### config.mk
export PLATFORM = sky130hd
export DESIGN_NAME = pp_sequencer
export DESIGN_NICKNAME = d
export VERILOG_FILES = /design/src/rtl/pp_pkg.sv /design/src/rtl/dwell_if.sv /design/src/rtl/dwell_timer.sv /design/src/rtl/pp_sequencer.sv
export VERILOG_INCLUDE_DIRS = /design/src /design/src/rtl
export SDC_FILE = /design/constraint.sdc
export NUM_CORES = 2
export LEC_CHECK = 0
export ABC_AREA = 1
export BUFFER_PORTS_ARGS = -buffer_cell sky130_fd_sc_hd__buf_2
export CAP_MARGIN = 20
export CELL_PAD_IN_SITES_DETAIL_PLACEMENT = 0
export CELL_PAD_IN_SITES_GLOBAL_PLACEMENT = 1
export CORE_UTILIZATION = 48
export DETAILED_ROUTE_END_ITERATION = 7
export PLACE_DENSITY = 0.86
export SLEW_MARGIN = 20
export SYNTH_ARGS = -nofsm -noshare
export SYNTH_HDL_FRONTEND = slang
export SYNTH_HIERARCHICAL = 1
export SYNTH_SLANG_ARGS = --single-unit
### constraint.sdc
create_clock -name hclk -period 7.95 [get_ports hclk]
set_input_delay 0.3975 -clock hclk [delete_from_list [all_inputs] [get_ports hclk]]
set_output_delay 0.3975 -clock hclk [all_outputs]
set_load 0.1 [all_outputs]
### src/rtl/pp_consts.svh
// Constants for the profile position set point sequencer
`ifndef PP_CONSTS_SVH
`define PP_CONSTS_SVH

// ****************************************************************
// Register indices (byte address is four times the index)
// ****************************************************************
`define IDX_CONTROL_WORD   16'h6040
`define IDX_STATUS_WORD    16'h6041
`define IDX_MODE_SELECT    16'h6100
`define IDX_TARGET_POS     16'h6101
`define IDX_POS_OPTION     16'h6102
`define IDX_HALT_OPTION    16'h6103
`define IDX_PROFILE_VEL    16'h6104
`define IDX_PROFILE_ACC    16'h6105
`define IDX_PROFILE_DEC    16'h6106
`define IDX_QUICK_DEC      16'h6107
`define IDX_LIMIT_MIN      16'h6108
`define IDX_LIMIT_MAX      16'h6109
`define IDX_TOL_WINDOW     16'h610A
`define IDX_TOL_TIME       16'h610B
`define IDX_FERR_WINDOW    16'h610C
`define IDX_FERR_TIME      16'h610D
`define IDX_DEMAND_POS     16'h610E
`define IDX_ACTUAL_POS     16'h610F

// ****************************************************************
// Field positions
// ****************************************************************
`define CW_NEW_SETPOINT    4
`define CW_IMMEDIATE       5
`define CW_RELATIVE        6
`define CW_HALT            8
`define CW_CHANGE_ON_SP    9
`define SW_TARGET_REACHED  10
`define SW_LIMIT_EXCEEDED  11
`define SW_SETPOINT_ACK    12
`define SW_FOLLOWING_ERR   13
`define PO_BASE_LSB        0
`define PO_AUTOCLR_LSB     4

// ****************************************************************
// Values and reset values
// ****************************************************************
`define MODE_PROFILE_POS   8'h01
`define RST_CONTROL_WORD   16'h0000
`define RST_WORD           32'h0000_0000
`define RST_LIMIT_MIN      32'h8000_0000
`define RST_LIMIT_MAX      32'h7FFF_FFFF

// ****************************************************************
// Timing
// ****************************************************************
`define CLK_PERIOD_NS      100
`define CYCLE_TIME_NS      1000000
`define CYCLE_TIME_CYCLES  (`CYCLE_TIME_NS / `CLK_PERIOD_NS)

`endif

### src/rtl/pp_pkg.sv
// Types shared by the profile position set point sequencer
package pp_pkg;

  typedef enum logic [1:0] {
    MS_IDLE = 2'b00,
    MS_MOVE = 2'b01,
    MS_HALT = 2'b11
  } motion_state_t;

  typedef enum logic [1:0] {
    BASE_LAST_TARGET = 2'b00,
    BASE_DEMAND      = 2'b01,
    BASE_ACTUAL      = 2'b10,
    BASE_RESERVED    = 2'b11
  } base_sel_t;

  typedef enum logic [1:0] {
    AUTOCLR_NONE     = 2'b00,
    AUTOCLR_ON_ACK   = 2'b01,
    AUTOCLR_ON_REACH = 2'b10,
    AUTOCLR_RESERVED = 2'b11
  } autoclr_t;

endpackage

### src/rtl/dwell_if.sv
// Carrier between the sequencer and its dwell timers
`timescale 1ns/1ps
`default_nettype none
interface dwell_if;
  logic        tick;
  logic        cond;
  logic [31:0] limit;
  logic        expired;

  modport timer (input tick, input cond, input limit, output expired);
  modport user  (output tick, output cond, output limit, input expired);
endinterface
`default_nettype wire

### src/rtl/dwell_timer.sv
// Counts processing cycles while a condition holds
`timescale 1ns/1ps
`default_nettype none
module dwell_timer (
  // Clock and reset
  input  wire logic  hclk,
  input  wire logic  hresetn,
  // Condition and result
  dwell_if.timer     dw
);

  logic [31:0] count_q;
  logic        expired_q;

  // Restarts at once when the condition drops, so a glitch resets the wait
  always_ff @(posedge hclk or negedge hresetn) begin
    if (!hresetn) begin
      count_q   <= 32'h0000_0000;
      expired_q <= 1'b0;
    end else if (!dw.cond) begin
      count_q   <= 32'h0000_0000;
      expired_q <= 1'b0;
    end else if (dw.tick) begin
      if (count_q >= dw.limit) begin
        expired_q <= 1'b1;
      end else begin
        count_q <= count_q + 32'h0000_0001;
      end
    end
  end

  assign dw.expired = expired_q;

endmodule
`default_nettype wire

### src/rtl/pp_sequencer.sv
// Profile position set point sequencer with AHB-Lite register slave
//
// Chosen here: the AHB-Lite slave port.
`timescale 1ns/1ps
`default_nettype none
`include "pp_consts.svh"
// Functional notes
// - Mode logic acts only while the operating mode selector holds 1; here the limit exceeded flag also checks the demand in other modes.
// - A travel command starts on a rising edge of the new set point bit.
// - Entering the mode with new set point already high starts a command.
// - Bit 5 high applies a command at once; low waits for current move.
// - Bit 6 picks absolute or relative; option bits 0..1 pick base.
// - Halt rising brakes with chosen deceleration; falling ramps back up.
// - Bit 9 keeps speed, no braking before the first target is reached.
// - Bit 9 set, bit 5 clear: pass the target, then go to the next one.
// - Bit 9 clear finishes the target; set holds speed until it is reached.
// - Target reached after last target held inside window for dwell time.
// - Target reached also when halted and at standstill.
// - Limit exceeded while the demand lies outside the software limits.
// - Set point acknowledge follows the new set point bit.
// - With a buffered command, acknowledge clears once the slot frees.
// - Commands issued while acknowledge is still high are discarded.
// - No acknowledge for unreachable targets or when the slot is full.
// - Following error flag after the error exceeds window past timeout.
// - Option bits 4..5 let the device clear the new set point bit.
// - One pending target with its own speeds; further ones are dropped.
// - Bit 5 high bypasses the pending slot.
// - Actual position sampled each cycle serves as base for chaining.
// - Objects and inputs are evaluated once per processing cycle; here the status flags and the dwell timer restarts follow every clock.
module pp_sequencer
  import pp_pkg::*;
#(
  parameter int CYCLE_CYCLES = `CYCLE_TIME_CYCLES
) (
  // Clock and reset
  input  wire logic        hclk,
  input  wire logic        hresetn,
  // AHB-Lite slave
  input  wire logic        hsel,
  input  wire logic [31:0] haddr,
  input  wire logic [1:0]  htrans,
  input  wire logic        hwrite,
  input  wire logic [2:0]  hsize,
  input  wire logic [31:0] hwdata,
  input  wire logic        hready,
  output logic             hreadyout,
  output logic             hresp,
  output logic [31:0]      hrdata,
  // Drive side
  input  wire logic [31:0] actual_position,
  input  wire logic        closed_loop,
  output logic [31:0]      demand_position,
  output logic             motion_active
);
  // ****************************************************************
  // Declarations
  // ****************************************************************
  logic [15:0]   ctrl_q;
  logic [7:0]    mode_q;
  logic [31:0]   tgt_reg_q, popt_q, hopt_q, vel_reg_q, acc_reg_q;
  logic [31:0]   dec_reg_q, qdec_q, lmin_q, lmax_q;
  logic [31:0]   tolw_q, tolt_q, few_q, fet_q;
  logic          ap_wr_q, hreadyout_q, hresp_q;
  logic [15:0]   ap_idx_q;
  logic [31:0]   hrdata_q, rd_d, act_s1_q, act_q;
  logic          cl_s1_q, cl_q, tick_q;
  logic [31:0]   tick_cnt_q;
  logic          prev_nsp_q, prev_act_q, ack_q, lim_rej_q, hw_clr_q;
  logic [15:0]   status_q;
  motion_state_t state_q;
  logic [31:0]   cur_tgt_q, last_tgt_q, dem_q, vel_q;
  logic [31:0]   pvel_q, pacc_q, pdec_q;
  logic          pend_q, active_q;
  logic [31:0]   pend_tgt_q, pend_vel_q, pend_acc_q, pend_dec_q;
  logic          ap_take, mode_on, nsp, trigger, accept, apply_now;
  logic          to_pend, in_lim, reached_pos, consumed;
  logic [31:0]   base_pos, new_tgt, halt_dec;
  logic signed [32:0] remain, ferr, tolerr;
  logic [31:0]   mag, vel_up, ferr_mag, tol_mag;
  localparam int CFG_N = int'(`IDX_FERR_TIME - `IDX_MODE_SELECT) + 1;
  logic [31:0]   cfg_q [CFG_N];
  dwell_if       tol_dw (), fe_dw ();
  // ****************************************************************
  // AHB-Lite slave, zero wait states
  // ****************************************************************
  assign ap_take = hsel & hready & htrans[1];
  always_ff @(posedge hclk or negedge hresetn) begin
    if (!hresetn) begin
      ap_wr_q     <= 1'b0;
      ap_idx_q    <= 16'h0000;
      hreadyout_q <= 1'b0;
      hresp_q     <= 1'b0;
    end else begin
      hreadyout_q <= 1'b1;
      hresp_q     <= 1'b0;
      ap_wr_q     <= ap_take & hwrite & (haddr[31:18] == 14'h0000);
      ap_idx_q    <= haddr[17:2];
    end
  end
  // Read data is latched in the address phase; unmapped words read zero
  always_comb begin
    rd_d = `RST_WORD;
    if (haddr[31:18] == 14'h0000) begin
      case (haddr[17:2])
        `IDX_CONTROL_WORD: rd_d = {16'h0000, ctrl_q};
        `IDX_STATUS_WORD:  rd_d = {16'h0000, status_q};
        `IDX_MODE_SELECT:  rd_d = {24'h000000, mode_q};
        `IDX_DEMAND_POS:   rd_d = dem_q;
        `IDX_ACTUAL_POS:   rd_d = act_q;
        default: begin
          if (haddr[17:2] > `IDX_MODE_SELECT &&
              haddr[17:2] <= `IDX_FERR_TIME) begin
            rd_d = cfg_q[haddr[5:2]];
          end
        end
      endcase
    end
  end
  always_ff @(posedge hclk or negedge hresetn) begin
    if (!hresetn) begin
      hrdata_q <= `RST_WORD;
    end else if (ap_take & ~hwrite) begin
      hrdata_q <= rd_d;
    end
  end
  // Configuration words; the limits reset to the full signed range
  for (genvar i = 0; i < CFG_N; i++) begin : g_cfg
    always_ff @(posedge hclk or negedge hresetn) begin
      if (!hresetn) begin
        cfg_q[i] <=
          (i == `IDX_LIMIT_MIN - `IDX_MODE_SELECT) ? `RST_LIMIT_MIN :
          (i == `IDX_LIMIT_MAX - `IDX_MODE_SELECT) ? `RST_LIMIT_MAX :
          `RST_WORD;
      end else if (ap_wr_q && ap_idx_q == 16'(`IDX_MODE_SELECT + i)) begin
        cfg_q[i] <= hwdata;
      end
    end
  end
  assign mode_q    = cfg_q[0][7:0];
  assign tgt_reg_q = cfg_q[1];
  assign popt_q    = cfg_q[2];
  assign hopt_q    = cfg_q[3];
  assign vel_reg_q = cfg_q[4];
  assign acc_reg_q = cfg_q[5];
  assign dec_reg_q = cfg_q[6];
  assign qdec_q    = cfg_q[7];
  assign lmin_q    = cfg_q[8];
  assign lmax_q    = cfg_q[9];
  assign tolw_q    = cfg_q[10];
  assign tolt_q    = cfg_q[11];
  assign few_q     = cfg_q[12];
  assign fet_q     = cfg_q[13];
  // A software write in the same cycle beats the device's own clear
  always_ff @(posedge hclk or negedge hresetn) begin
    if (!hresetn) begin
      ctrl_q <= `RST_CONTROL_WORD;
    end else if (ap_wr_q && ap_idx_q == `IDX_CONTROL_WORD) begin
      ctrl_q <= hwdata[15:0];
    end else if (hw_clr_q) begin
      ctrl_q[`CW_NEW_SETPOINT] <= 1'b0;
    end
  end
  // ****************************************************************
  // Input synchronisers and processing cycle tick
  // ****************************************************************
  // Position resampled every clock; a torn word is replaced on the next clock
  always_ff @(posedge hclk or negedge hresetn) begin
    if (!hresetn) begin
      act_s1_q <= `RST_WORD;
      act_q    <= `RST_WORD;
      cl_s1_q  <= 1'b0;
      cl_q     <= 1'b0;
    end else begin
      act_s1_q <= actual_position;
      act_q    <= act_s1_q;
      cl_s1_q  <= closed_loop;
      cl_q     <= cl_s1_q;
    end
  end
  always_ff @(posedge hclk or negedge hresetn) begin
    if (!hresetn) begin
      tick_cnt_q <= 32'h0000_0000;
      tick_q     <= 1'b0;
    end else if (tick_cnt_q >= 32'(CYCLE_CYCLES - 1)) begin
      tick_cnt_q <= 32'h0000_0000;
      tick_q     <= 1'b1;
    end else begin
      tick_cnt_q <= tick_cnt_q + 32'h0000_0001;
      tick_q     <= 1'b0;
    end
  end

  // ****************************************************************
  // Command evaluation, once per processing cycle
  // ****************************************************************
  assign mode_on = (mode_q == `MODE_PROFILE_POS);
  assign nsp     = ctrl_q[`CW_NEW_SETPOINT];
  assign trigger = mode_on & nsp & (~prev_nsp_q | ~prev_act_q);
  always_comb begin
    base_pos = last_tgt_q;
    case (base_sel_t'(popt_q[`PO_BASE_LSB +: 2]))
      BASE_LAST_TARGET: base_pos = last_tgt_q;
      BASE_DEMAND:      base_pos = dem_q;
      BASE_ACTUAL:      base_pos = act_q;
      default:          base_pos = last_tgt_q;
    endcase
  end
  assign new_tgt = ctrl_q[`CW_RELATIVE] ? base_pos + tgt_reg_q : tgt_reg_q;
  assign in_lim  = ($signed(new_tgt) >= $signed(lmin_q)) &&
                   ($signed(new_tgt) <= $signed(lmax_q));
  // Immediate mode and an idle axis both skip the slot
  assign apply_now = ctrl_q[`CW_IMMEDIATE] | (state_q == MS_IDLE);
  assign to_pend   = ~apply_now & ~pend_q;
  assign accept    = trigger & ~ack_q & in_lim & (apply_now | to_pend);
  assign remain   = $signed({cur_tgt_q[31], cur_tgt_q}) -
                    $signed({dem_q[31], dem_q});
  assign mag      = remain[32] ? 32'(-remain) : remain[31:0];
  assign vel_up   = (vel_q + pacc_q > pvel_q) ? pvel_q : vel_q + pacc_q;
  assign halt_dec = hopt_q[0] ? qdec_q : pdec_q;
  assign reached_pos = (state_q == MS_MOVE) && (mag <= vel_up);
  assign consumed = tick_q & reached_pos & pend_q;
  always_ff @(posedge hclk or negedge hresetn) begin
    if (!hresetn) begin
      state_q    <= MS_IDLE;
      cur_tgt_q  <= `RST_WORD;
      last_tgt_q <= `RST_WORD;
      dem_q      <= `RST_WORD;
      vel_q      <= `RST_WORD;
      pvel_q     <= `RST_WORD;
      pacc_q     <= `RST_WORD;
      pdec_q     <= `RST_WORD;
      pend_q     <= 1'b0;
      pend_tgt_q <= `RST_WORD;
      pend_vel_q <= `RST_WORD;
      pend_acc_q <= `RST_WORD;
      pend_dec_q <= `RST_WORD;
    end else if (tick_q && mode_on) begin
      case (state_q)
        MS_MOVE: begin
          if (ctrl_q[`CW_HALT]) begin
            state_q <= MS_HALT;
          end else if (reached_pos) begin
            dem_q <= cur_tgt_q;
            if (pend_q) begin
              cur_tgt_q <= pend_tgt_q;
              pvel_q    <= pend_vel_q;
              pacc_q    <= pend_acc_q;
              pdec_q    <= pend_dec_q;
              pend_q    <= 1'b0;
              // Pass through keeps speed; otherwise stop on the target
              vel_q <= ctrl_q[`CW_CHANGE_ON_SP] ? vel_up : 32'h0000_0000;
            end else begin
              vel_q   <= 32'h0000_0000;
              state_q <= MS_IDLE;
            end
          end else begin
            vel_q <= vel_up;
            dem_q <= remain[32] ? dem_q - vel_up : dem_q + vel_up;
          end
        end
        MS_HALT: begin
          if (!ctrl_q[`CW_HALT]) begin
            state_q <= MS_MOVE;
          end else if (vel_q <= halt_dec || mag <= vel_q) begin
            vel_q <= 32'h0000_0000;
          end else begin
            vel_q <= vel_q - halt_dec;
            dem_q <= remain[32] ? dem_q - vel_q : dem_q + vel_q;
          end
        end
        default: begin
          vel_q <= 32'h0000_0000;
        end
      endcase
      if (accept && apply_now) begin
        cur_tgt_q  <= new_tgt;
        last_tgt_q <= new_tgt;
        pvel_q     <= vel_reg_q;
        pacc_q     <= acc_reg_q;
        pdec_q     <= dec_reg_q;
        if (state_q == MS_IDLE) begin
          state_q <= ctrl_q[`CW_HALT] ? MS_HALT : MS_MOVE;
        end
      end else if (accept) begin
        pend_q     <= 1'b1;
        pend_tgt_q <= new_tgt;
        last_tgt_q <= new_tgt;
        pend_vel_q <= vel_reg_q;
        pend_acc_q <= acc_reg_q;
        pend_dec_q <= dec_reg_q;
      end
    end
  end
  // ****************************************************************
  // Acknowledge, edge history and status flags
  // ****************************************************************
  always_ff @(posedge hclk or negedge hresetn) begin
    if (!hresetn) begin
      prev_nsp_q <= 1'b0;
      prev_act_q <= 1'b0;
      ack_q      <= 1'b0;
      lim_rej_q  <= 1'b0;
      hw_clr_q   <= 1'b0;
    end else if (tick_q) begin
      prev_nsp_q <= nsp;
      prev_act_q <= mode_on;
      if (accept) begin
        ack_q     <= 1'b1;
        lim_rej_q <= 1'b0;
        hw_clr_q  <= (autoclr_t'(popt_q[`PO_AUTOCLR_LSB +: 2]) ==
                      AUTOCLR_ON_ACK);
      end else begin
        if ((!nsp && !pend_q) || consumed) begin
          ack_q <= 1'b0;
        end
        if (trigger && !ack_q && !in_lim) begin
          lim_rej_q <= 1'b1;
        end
        if (reached_pos && !pend_q && nsp &&
            autoclr_t'(popt_q[`PO_AUTOCLR_LSB +: 2]) == AUTOCLR_ON_REACH) begin
          hw_clr_q <= 1'b1;
        end
      end
    end else begin
      hw_clr_q <= 1'b0;
    end
  end
  assign tolerr  = $signed({act_q[31], act_q}) -
                   $signed({cur_tgt_q[31], cur_tgt_q});
  assign tol_mag = tolerr[32] ? 32'(-tolerr) : tolerr[31:0];
  assign ferr    = $signed({dem_q[31], dem_q}) - $signed({act_q[31], act_q});
  assign ferr_mag = ferr[32] ? 32'(-ferr) : ferr[31:0];
  assign tol_dw.tick  = tick_q;
  assign tol_dw.cond  = mode_on & (state_q == MS_IDLE) & ~pend_q &
                        (tol_mag <= tolw_q);
  assign tol_dw.limit = tolt_q;
  assign fe_dw.tick   = tick_q;
  assign fe_dw.cond   = mode_on & cl_q & (ferr_mag > few_q);
  assign fe_dw.limit  = fet_q;
  dwell_timer u_tol_timer (
    .hclk    (hclk),
    .hresetn (hresetn),
    .dw      (tol_dw.timer)
  );
  dwell_timer u_fe_timer (
    .hclk    (hclk),
    .hresetn (hresetn),
    .dw      (fe_dw.timer)
  );
  always_ff @(posedge hclk or negedge hresetn) begin
    if (!hresetn) begin
      status_q <= 16'h0000;
      active_q <= 1'b0;
    end else begin
      status_q <= 16'h0000;
      active_q <= (state_q != MS_IDLE);
      status_q[`SW_TARGET_REACHED] <= tol_dw.expired |
        (mode_on & ctrl_q[`CW_HALT] & (vel_q == 32'h0000_0000));
      status_q[`SW_LIMIT_EXCEEDED] <= lim_rej_q |
        ($signed(dem_q) < $signed(lmin_q)) |
        ($signed(dem_q) > $signed(lmax_q));
      status_q[`SW_SETPOINT_ACK]   <= ack_q;
      status_q[`SW_FOLLOWING_ERR]  <= fe_dw.expired;
    end
  end
  assign hreadyout       = hreadyout_q;
  assign hresp           = hresp_q;
  assign hrdata          = hrdata_q;
  assign demand_position = dem_q;
  assign motion_active   = active_q;
endmodule
`default_nettype wire

# Word level (Yosys, flattened, before mapping)
# Index checks and enable logic that the tools add are counted.
word_totals:
  word_cells: 294
  in_bits: 107
  register_bits: 1044
  output_inout_bits: 67
classes:
  n_addsub: 16
  eq_ne: 38
  n_lt_le_gt_ge: 16
  mux: 85
  n_bitwise: 34
  reduce_logical: 55
ops:
  columns: ["operator", "n"]
  rows:
  - ["two-way mux 32 bit", 51]
  - ["equality test 16 x 15 -> 1 bit (second input constant)", 20]
  - ["one-hot mux 32 bit (2 select lines)", 3]
  - ["less-or-equal comparator 32 bit", 5]
  - ["one-hot mux 32 bit (5 select lines)", 1]
  - ["adder 32 bit", 4]
  - ["binary-select mux 32 bit (select 4 bit)", 1]
  - ["subtractor 32 x 32 -> 33 bit", 3]
  - ["adder 32 x 1 -> 32 bit (second input constant)", 3]
  - ["greater-or-equal comparator 32 bit", 3]
  - ["greater-than comparator 32 bit", 3]
  - ["negation 32 bit", 3]
  - ["subtractor 32 bit", 3]
  - ["greater-or-equal comparator 32 x 14 -> 1 bit (second input constant)", 1]
  - ["zero test 32 bit", 1]
  - ["< comparator 32 bit", 1]
  - ["logical AND 1 bit", 26]
  - ["two-way mux 1 bit", 21]
  - ["bitwise AND 1 bit", 20]
  - ["!= test 2 bit (second input constant)", 9]
  - ["nonzero test 2 bit", 9]
  - ["greater-than comparator 16 x 15 -> 1 bit (second input constant)", 1]
  - ["less-or-equal comparator 16 x 15 -> 1 bit (second input constant)", 1]
  - ["zero test 14 bit", 1]
  - ["17 further kinds", 50]

# Longest topological paths before layout
depth:
  ltp_word: 11
  mapped_depth: 50
  depth_no_buf: 49

# Cells and area by module
# Netlist, hierarchy kept.
modules_own_cells:
  columns: ["mod", "area_each_um2", "instances", "cells_per_inst"]
  rows:
  - ["pp_sequencer", 68928.6, 1, 9467]
  - ["dwell_timer", 3183.1, 2, 477]

# Worst setup path before layout
# Ideal clock, no wire load.
synth_timing:
  kind: "reg2reg"
  from: "reg dem_q[1] (netlist: demand_position[1])"
  to: "reg cur_tgt_q[22]"
  path_stages_with_launch: 33
  required_time_ns: 7.832
  period_less_slack_ns: 6.067
  path_slack_ns: 1.883
  setup_time_ns: 0.118
  arrival_time_ns: 5.948
  path_cell_list: "dfrtp_1 -> inv_1 -> fa_1 -> nand3_1 -> nand2_1 -> nand2_1 -> nand2_2 -> nand2_1 -> nand2_2 -> a21oi_1 -> o21ai_0 -> xor2_1 -> nor2_1 -> nand2_1 -> or2_2 -> nor2_1 -> nand3_1 -> nand2_1 -> a21boi_0 -> ha_1 -> nand2_1 -> nor4_1 -> nand4_1 -> nor4b_1 -> o2111ai_1 -> nand2_2 -> nand2_2 -> o21ai_2 -> nand3_2 -> buf_4 -> buf_6 -> nand2_1 -> nand2_1"
synth_between:
  elab_chain_len: 10
  elab_cells_between_ends: 20
  cone_classes: "add/sub: 3; order compare: 3; eq/ne: 1; mux: 4; bitwise: 2; reduce/logical: 7"
synth_rtl:
  columns: ["item", "line", "rtl"]
  rows:
  - ["from (decl)", "pp_sequencer.sv:71", "logic [31:0] cur_tgt_q, last_tgt_q, dem_q, vel_q;"]
  - ["from (signal assigned)", "pp_sequencer.sv:227", "dem_q <= `RST_WORD;"]
  - ["from (signal assigned)", "pp_sequencer.sv:243", "dem_q <= cur_tgt_q;"]
  - ["from (signal assigned)", "pp_sequencer.sv:258", "dem_q <= remain[32] ? dem_q - vel_up : dem_q + vel_up;"]
  - ["parallel branches: the longest is 10 deep, another holds subtractor 32 x 32 -> 33 bit", null, null]
  - ["to (signal assigned)", "pp_sequencer.sv:225", "cur_tgt_q <= `RST_WORD;"]
  - ["to (signal assigned)", "pp_sequencer.sv:245", "cur_tgt_q <= pend_tgt_q;"]
  - ["to (signal assigned)", "pp_sequencer.sv:276", "cur_tgt_q <= new_tgt;"]
  - ["to (decl)", "pp_sequencer.sv:71", null]
# Several ways; the timed one is not identified.
# A chain may end at the register's enable or synchronous reset.

# Final worst setup path
layout_timing:
  from: "reg cfg_q, in the netlist popt_q[0]"
  to: "reg pacc_q[3]"
layout_between:
  elab_chain_len: 11
  elab_cells_between_ends: 17
  cone_classes: "add/sub: 1; order compare: 2; eq/ne: 3; mux: 3; bitwise: 2; reduce/logical: 6"
layout_rtl:
  columns: ["item", "line", "rtl"]
  rows:
  - ["from (decl)", "pp_sequencer.sv:81", "logic [31:0] cfg_q [CFG_N];"]
  - ["from (signal, indexed assignment)", "pp_sequencer.sv:130", "cfg_q[i] <="]
  - ["from (signal, indexed assignment)", "pp_sequencer.sv:135", "cfg_q[i] <= hwdata;"]
  - ["equality test 2 bit or equality test 2 x 1 -> 1 bit (tied branches)", "pp_sequencer.sv:201", "case (base_sel_t'(popt_q[`PO_BASE_LSB +: 2]))"]
  - ["one-hot mux 32 bit (2 select lines) *", "pp_sequencer.sv:201", null]
  - ["adder 32 bit *", "pp_sequencer.sv:208", "assign new_tgt = ctrl_q[`CW_RELATIVE] ? base_pos + tgt_reg_q : tgt_reg_q;"]
  - ["two-way mux 32 bit *", "pp_sequencer.sv:208", null]
  - ["net new_tgt[23]", "pp_sequencer.sv:77", "logic [31:0] base_pos, new_tgt, halt_dec;"]
  - ["greater-or-equal comparator 32 bit or less-or-equal comparator 32 bit (tied branches)", "pp_sequencer.sv:209, pp_sequencer.sv:210", null]
  - ["logical AND 1 bit *", "pp_sequencer.sv:209", "assign in_lim = ($signed(new_tgt) >= $signed(lmin_q)) &&"]
  - ["bitwise AND 1 bit * (2 in series)", "pp_sequencer.sv:214", "assign accept = trigger & ~ack_q & in_lim & (apply_now | to_pend);"]
  - ["logical AND 1 bit *", "pp_sequencer.sv:275", "if (accept && apply_now) begin"]
  - ["!= test 2 x 1 -> 1 bit (no source line) or nonzero test 2 bit (tied branches)", null, null]
  - ["AND reduction 5 bit (no source line)", null, null]
  - ["to (signal assigned)", "pp_sequencer.sv:230", "pacc_q <= `RST_WORD;"]
  - ["to (signal assigned)", "pp_sequencer.sv:247", "pacc_q <= pend_acc_q;"]
  - ["to (signal assigned)", "pp_sequencer.sv:279", "pacc_q <= acc_reg_q;"]
  - ["to (decl)", "pp_sequencer.sv:72", "logic [31:0] pvel_q, pacc_q, pdec_q;"]
# The timed path passes the listed nets; every way through them passes the cells marked *.

==> impl_results.md <==
- Status: complete, but fails checks
- Failing checks: DRC
- FF+latch count, synth: approximately 1000
- Final setup vio count: 0
- Sequential area share after synthesis: 0.348
- Crit path launch type: flop
- Max FO, Critical Path: 36
- Final hold vios: 0
- Die H: around 400 um
- CP Data Arrival Time: 8.46 ns
- Nets: 11374
- Hold path start: haddr[4]
- DR pass1 iterations: 8
- Number of synthesized flops with an enable pin: 0
- Worst-margin pin slew: 1.33 ns
- Max stage delay on crit path: approximately 0.65 ns
- Clock-pin slew on the worst setup and hold paths: 0.06 ns
- Total Power: 12.2 mW
- Later-pin clock latency in the skew report: 0.83 ns
- R2r endpoint: pacc_q[3]
- Hold Path End: ap_idx_q[2]
- Routed length per instance: ~26 um
- Peak VDD IR: 0.000213 V
- Number of I/O pins: about 170
- Die X: ~400 um
- Clock Tree Root: clkbuf_16
- Crit path capture type: flop
- CTS tree: built
- CP max-delay cell: o221ai_1
- Syn Area/Cell: 7.23 um2
- Crit path kind: flop to flop
- Max-slew violations: 0
- Synthesis-to-layout area growth: 12.4%
- Hold crit path type: input pin to flop
- Via density: between 5 and 6
- Critical R2R Launch: popt_q[0]
- Crit share post-route: 0.979
- Top-area cell type share of the netlist area: 0.336
- Leakage: 46.1 nW
- Seq. cell area: 26200 um2
- GP Congestion: approximately 1.1
- DP Area: 79600 um2
- Fin Hold WS: around 0.15 ns
- Clk_skew: 0.108 ns
- # port buffers: 166
- Cell count after synthesis: around 10000
- Final Core Density: 0.546
- R2R depth: 36
- Final WL: 330 mm
- HPWL Detailed: 259 mm
- Post-route cell area: 84600 um2
- Layout cell share with drive strength beyond 1: 0.0810
- Initial drt markers: between 9000 and 10000
- Flop2flop setup slack: 0.17 ns
- Antenna-violating nets left: 0
- Synthesized cell area: 75300 um2
- Post-synth top area cell: dfrtp_1
- Grt ovf: 0
- Global-route wire length before repair: 474 mm
- Number of global-route vias before repair: 69568
- PwrDens: 144 nW/um2
- Total CTS buffers: 118
- H-tree Lvls: 3
- Period minus WS final: 7.78 ns
- Deepest clock path buffer count: 3
- Max-Cap Viols: 0
- CP top delay family: compound AO/OA/AOI/OAI gates
- Core Rows: 144
- Synth async-reset ratio: 1.00
- Worst path required time: 8.62 ns
- Synth top area cells: dfrtp_1 (34%), nand2_1 (14%), ha_1 (10%), o21ai_0 (7.2%), inv_1 (6.4%)
- Slew headroom: 0.101
- Most used cell, CP: nand2_1
- CORE AREA: 155000 um2
- Initial Util: 0.486
- Die area: 158000 um2
- Initial antenna violation count: 29
- Largest net degree at the start of global routing: 169
- Sink Count: about 1000
- Main synth FF type: dfrtp_1
- Area of the multi-input gates: 42700 um2
- Post-route DRC: 1
- Total GRT Usage: 0.410
- # fillers: 15097
- Yosys cell types: 73
- Routed vias: 75632
- Hold depth: 1
- Worst Path Buf+Inv: 8
- YS warnings: 6
- F_max: 0.128 GHz
## synthesized netlist by cell type (all sizes together), types with 95 or more instances
| cell type | instances |
|---|---|
| nand2 | 2841 |
| inv | 1292 |
| o21ai | 1099 |
| dfrtp | 1012 |
| nor2 | 705 |
| ha | 610 |
| a21oi | 539 |
| nand3 | 407 |
| clkbuf | 328 |
| xor2 | 262 |
| nand4 | 226 |
| nor3 | 136 |
| o221ai | 116 |
| buf | 112 |
| xnor2 | 95 |
## power breakdown
| part | switching, mW | internal [mW] |
|---|---|---|
| clock | 2.59 | 3.48 |
| combinational | 0.570 | 0.173 |
| sequential | 0.0268 | 5.34 |
| total | 3.19 | 8.99 |
## worst register-to-register path, delay by kind of cell (launching register included)
family,cells,cell delay (ns)
AO/OA/AOI/OAI,11,2.82
adder cells (fa/ha/maj),3,1.13
buffers and inverters,8,1.61
flip-flops,1,0.46
AND/OR/NAND/NOR,14,1.64
## worst max-delay path by stage
stage                                  start             to  cells past startpoint
after global placement             popt_q[0]      pacc_q[3]                     39
final                              popt_q[0]      pacc_q[3]                     36
after global routing               popt_q[0]      pacc_q[3]                     40
after detailed placement           popt_q[0]      pacc_q[3]                     39
after floorplan           demand_position[1]  cur_tgt_q[22]                     32
after CTS                          popt_q[0]      pacc_q[3]                     39
## final cells by class
type                       count  area share
antenna                        4    0.000118
clock buffer                 159      0.0394
clock inverter                65      0.0116
inverter                    1294      0.0575
multi-input combinational   7661       0.504
sequential                  1044       0.309
tap                         2044      0.0302
timing repair buffer         529      0.0474
timing repair inverter         1   0.0000887
## placed cells by master, fill, tap and decap left out, types with 72 or more instances in the layout
master        n
o221ai_1    112
ha_1        610
nand4_1     224
buf_2       165
nor2_1      676
o21ai_0    1074
nand3_1     388
xor2_1      262
inv_1      1267
dfrtp_1    1011
nor3_1      119
xnor2_1      94
clkbuf_16   118
a21oi_1     538
o22ai_1      72
buf_4       284
nand2_1    2820
## through the flow
| stage | setup TNS [ns] | cells | worst slack, ns |
|---|---|---|---|
| 6_report | 0 | 12801 | 0.165 |
| 5_1_grt | -0.00577 | 12797 | -0.00577 |
| 4_1_cts | 0 | 12792 | 0.0430 |
| 3_5_place_dp | 0 | 12516 | 0.193 |
| 3_3_place_gp | 0 | 12515 | 0.171 |
| 2_1_floorplan | 0 | 10439 | 1.88 |
## cells by family after synthesis
logic type	after synthesis	synth area share
DFF	1044	0.348
AOI/OAI and AO/OA	2229	0.171
adders and majority gates	618	0.103
xor gates and xnor gates	357	0.0415
and+or+nand+nor	4431	0.245
buffers and inverters	1734	0.0903
other	2	0.0000997
muxes	6	0.000814
## metal layers
layer	routed length (um)	vias up	global-route usage
li1	-	35090	-
met1	139000	36187	0.566
met2	135000	3657	0.587
met3	37300	670	0.118
met4	18900	28	0.197
met5	176	-	0
## repair_timing
item	in CTS	in global routing
hold buffers	52	0
endpoints found under the setup margin	0	224
setup buffers	0	3
hold endpoints to repair	130	0
resized for setup	0	25
Note: power is estimated with default switching activity, not from simulation.
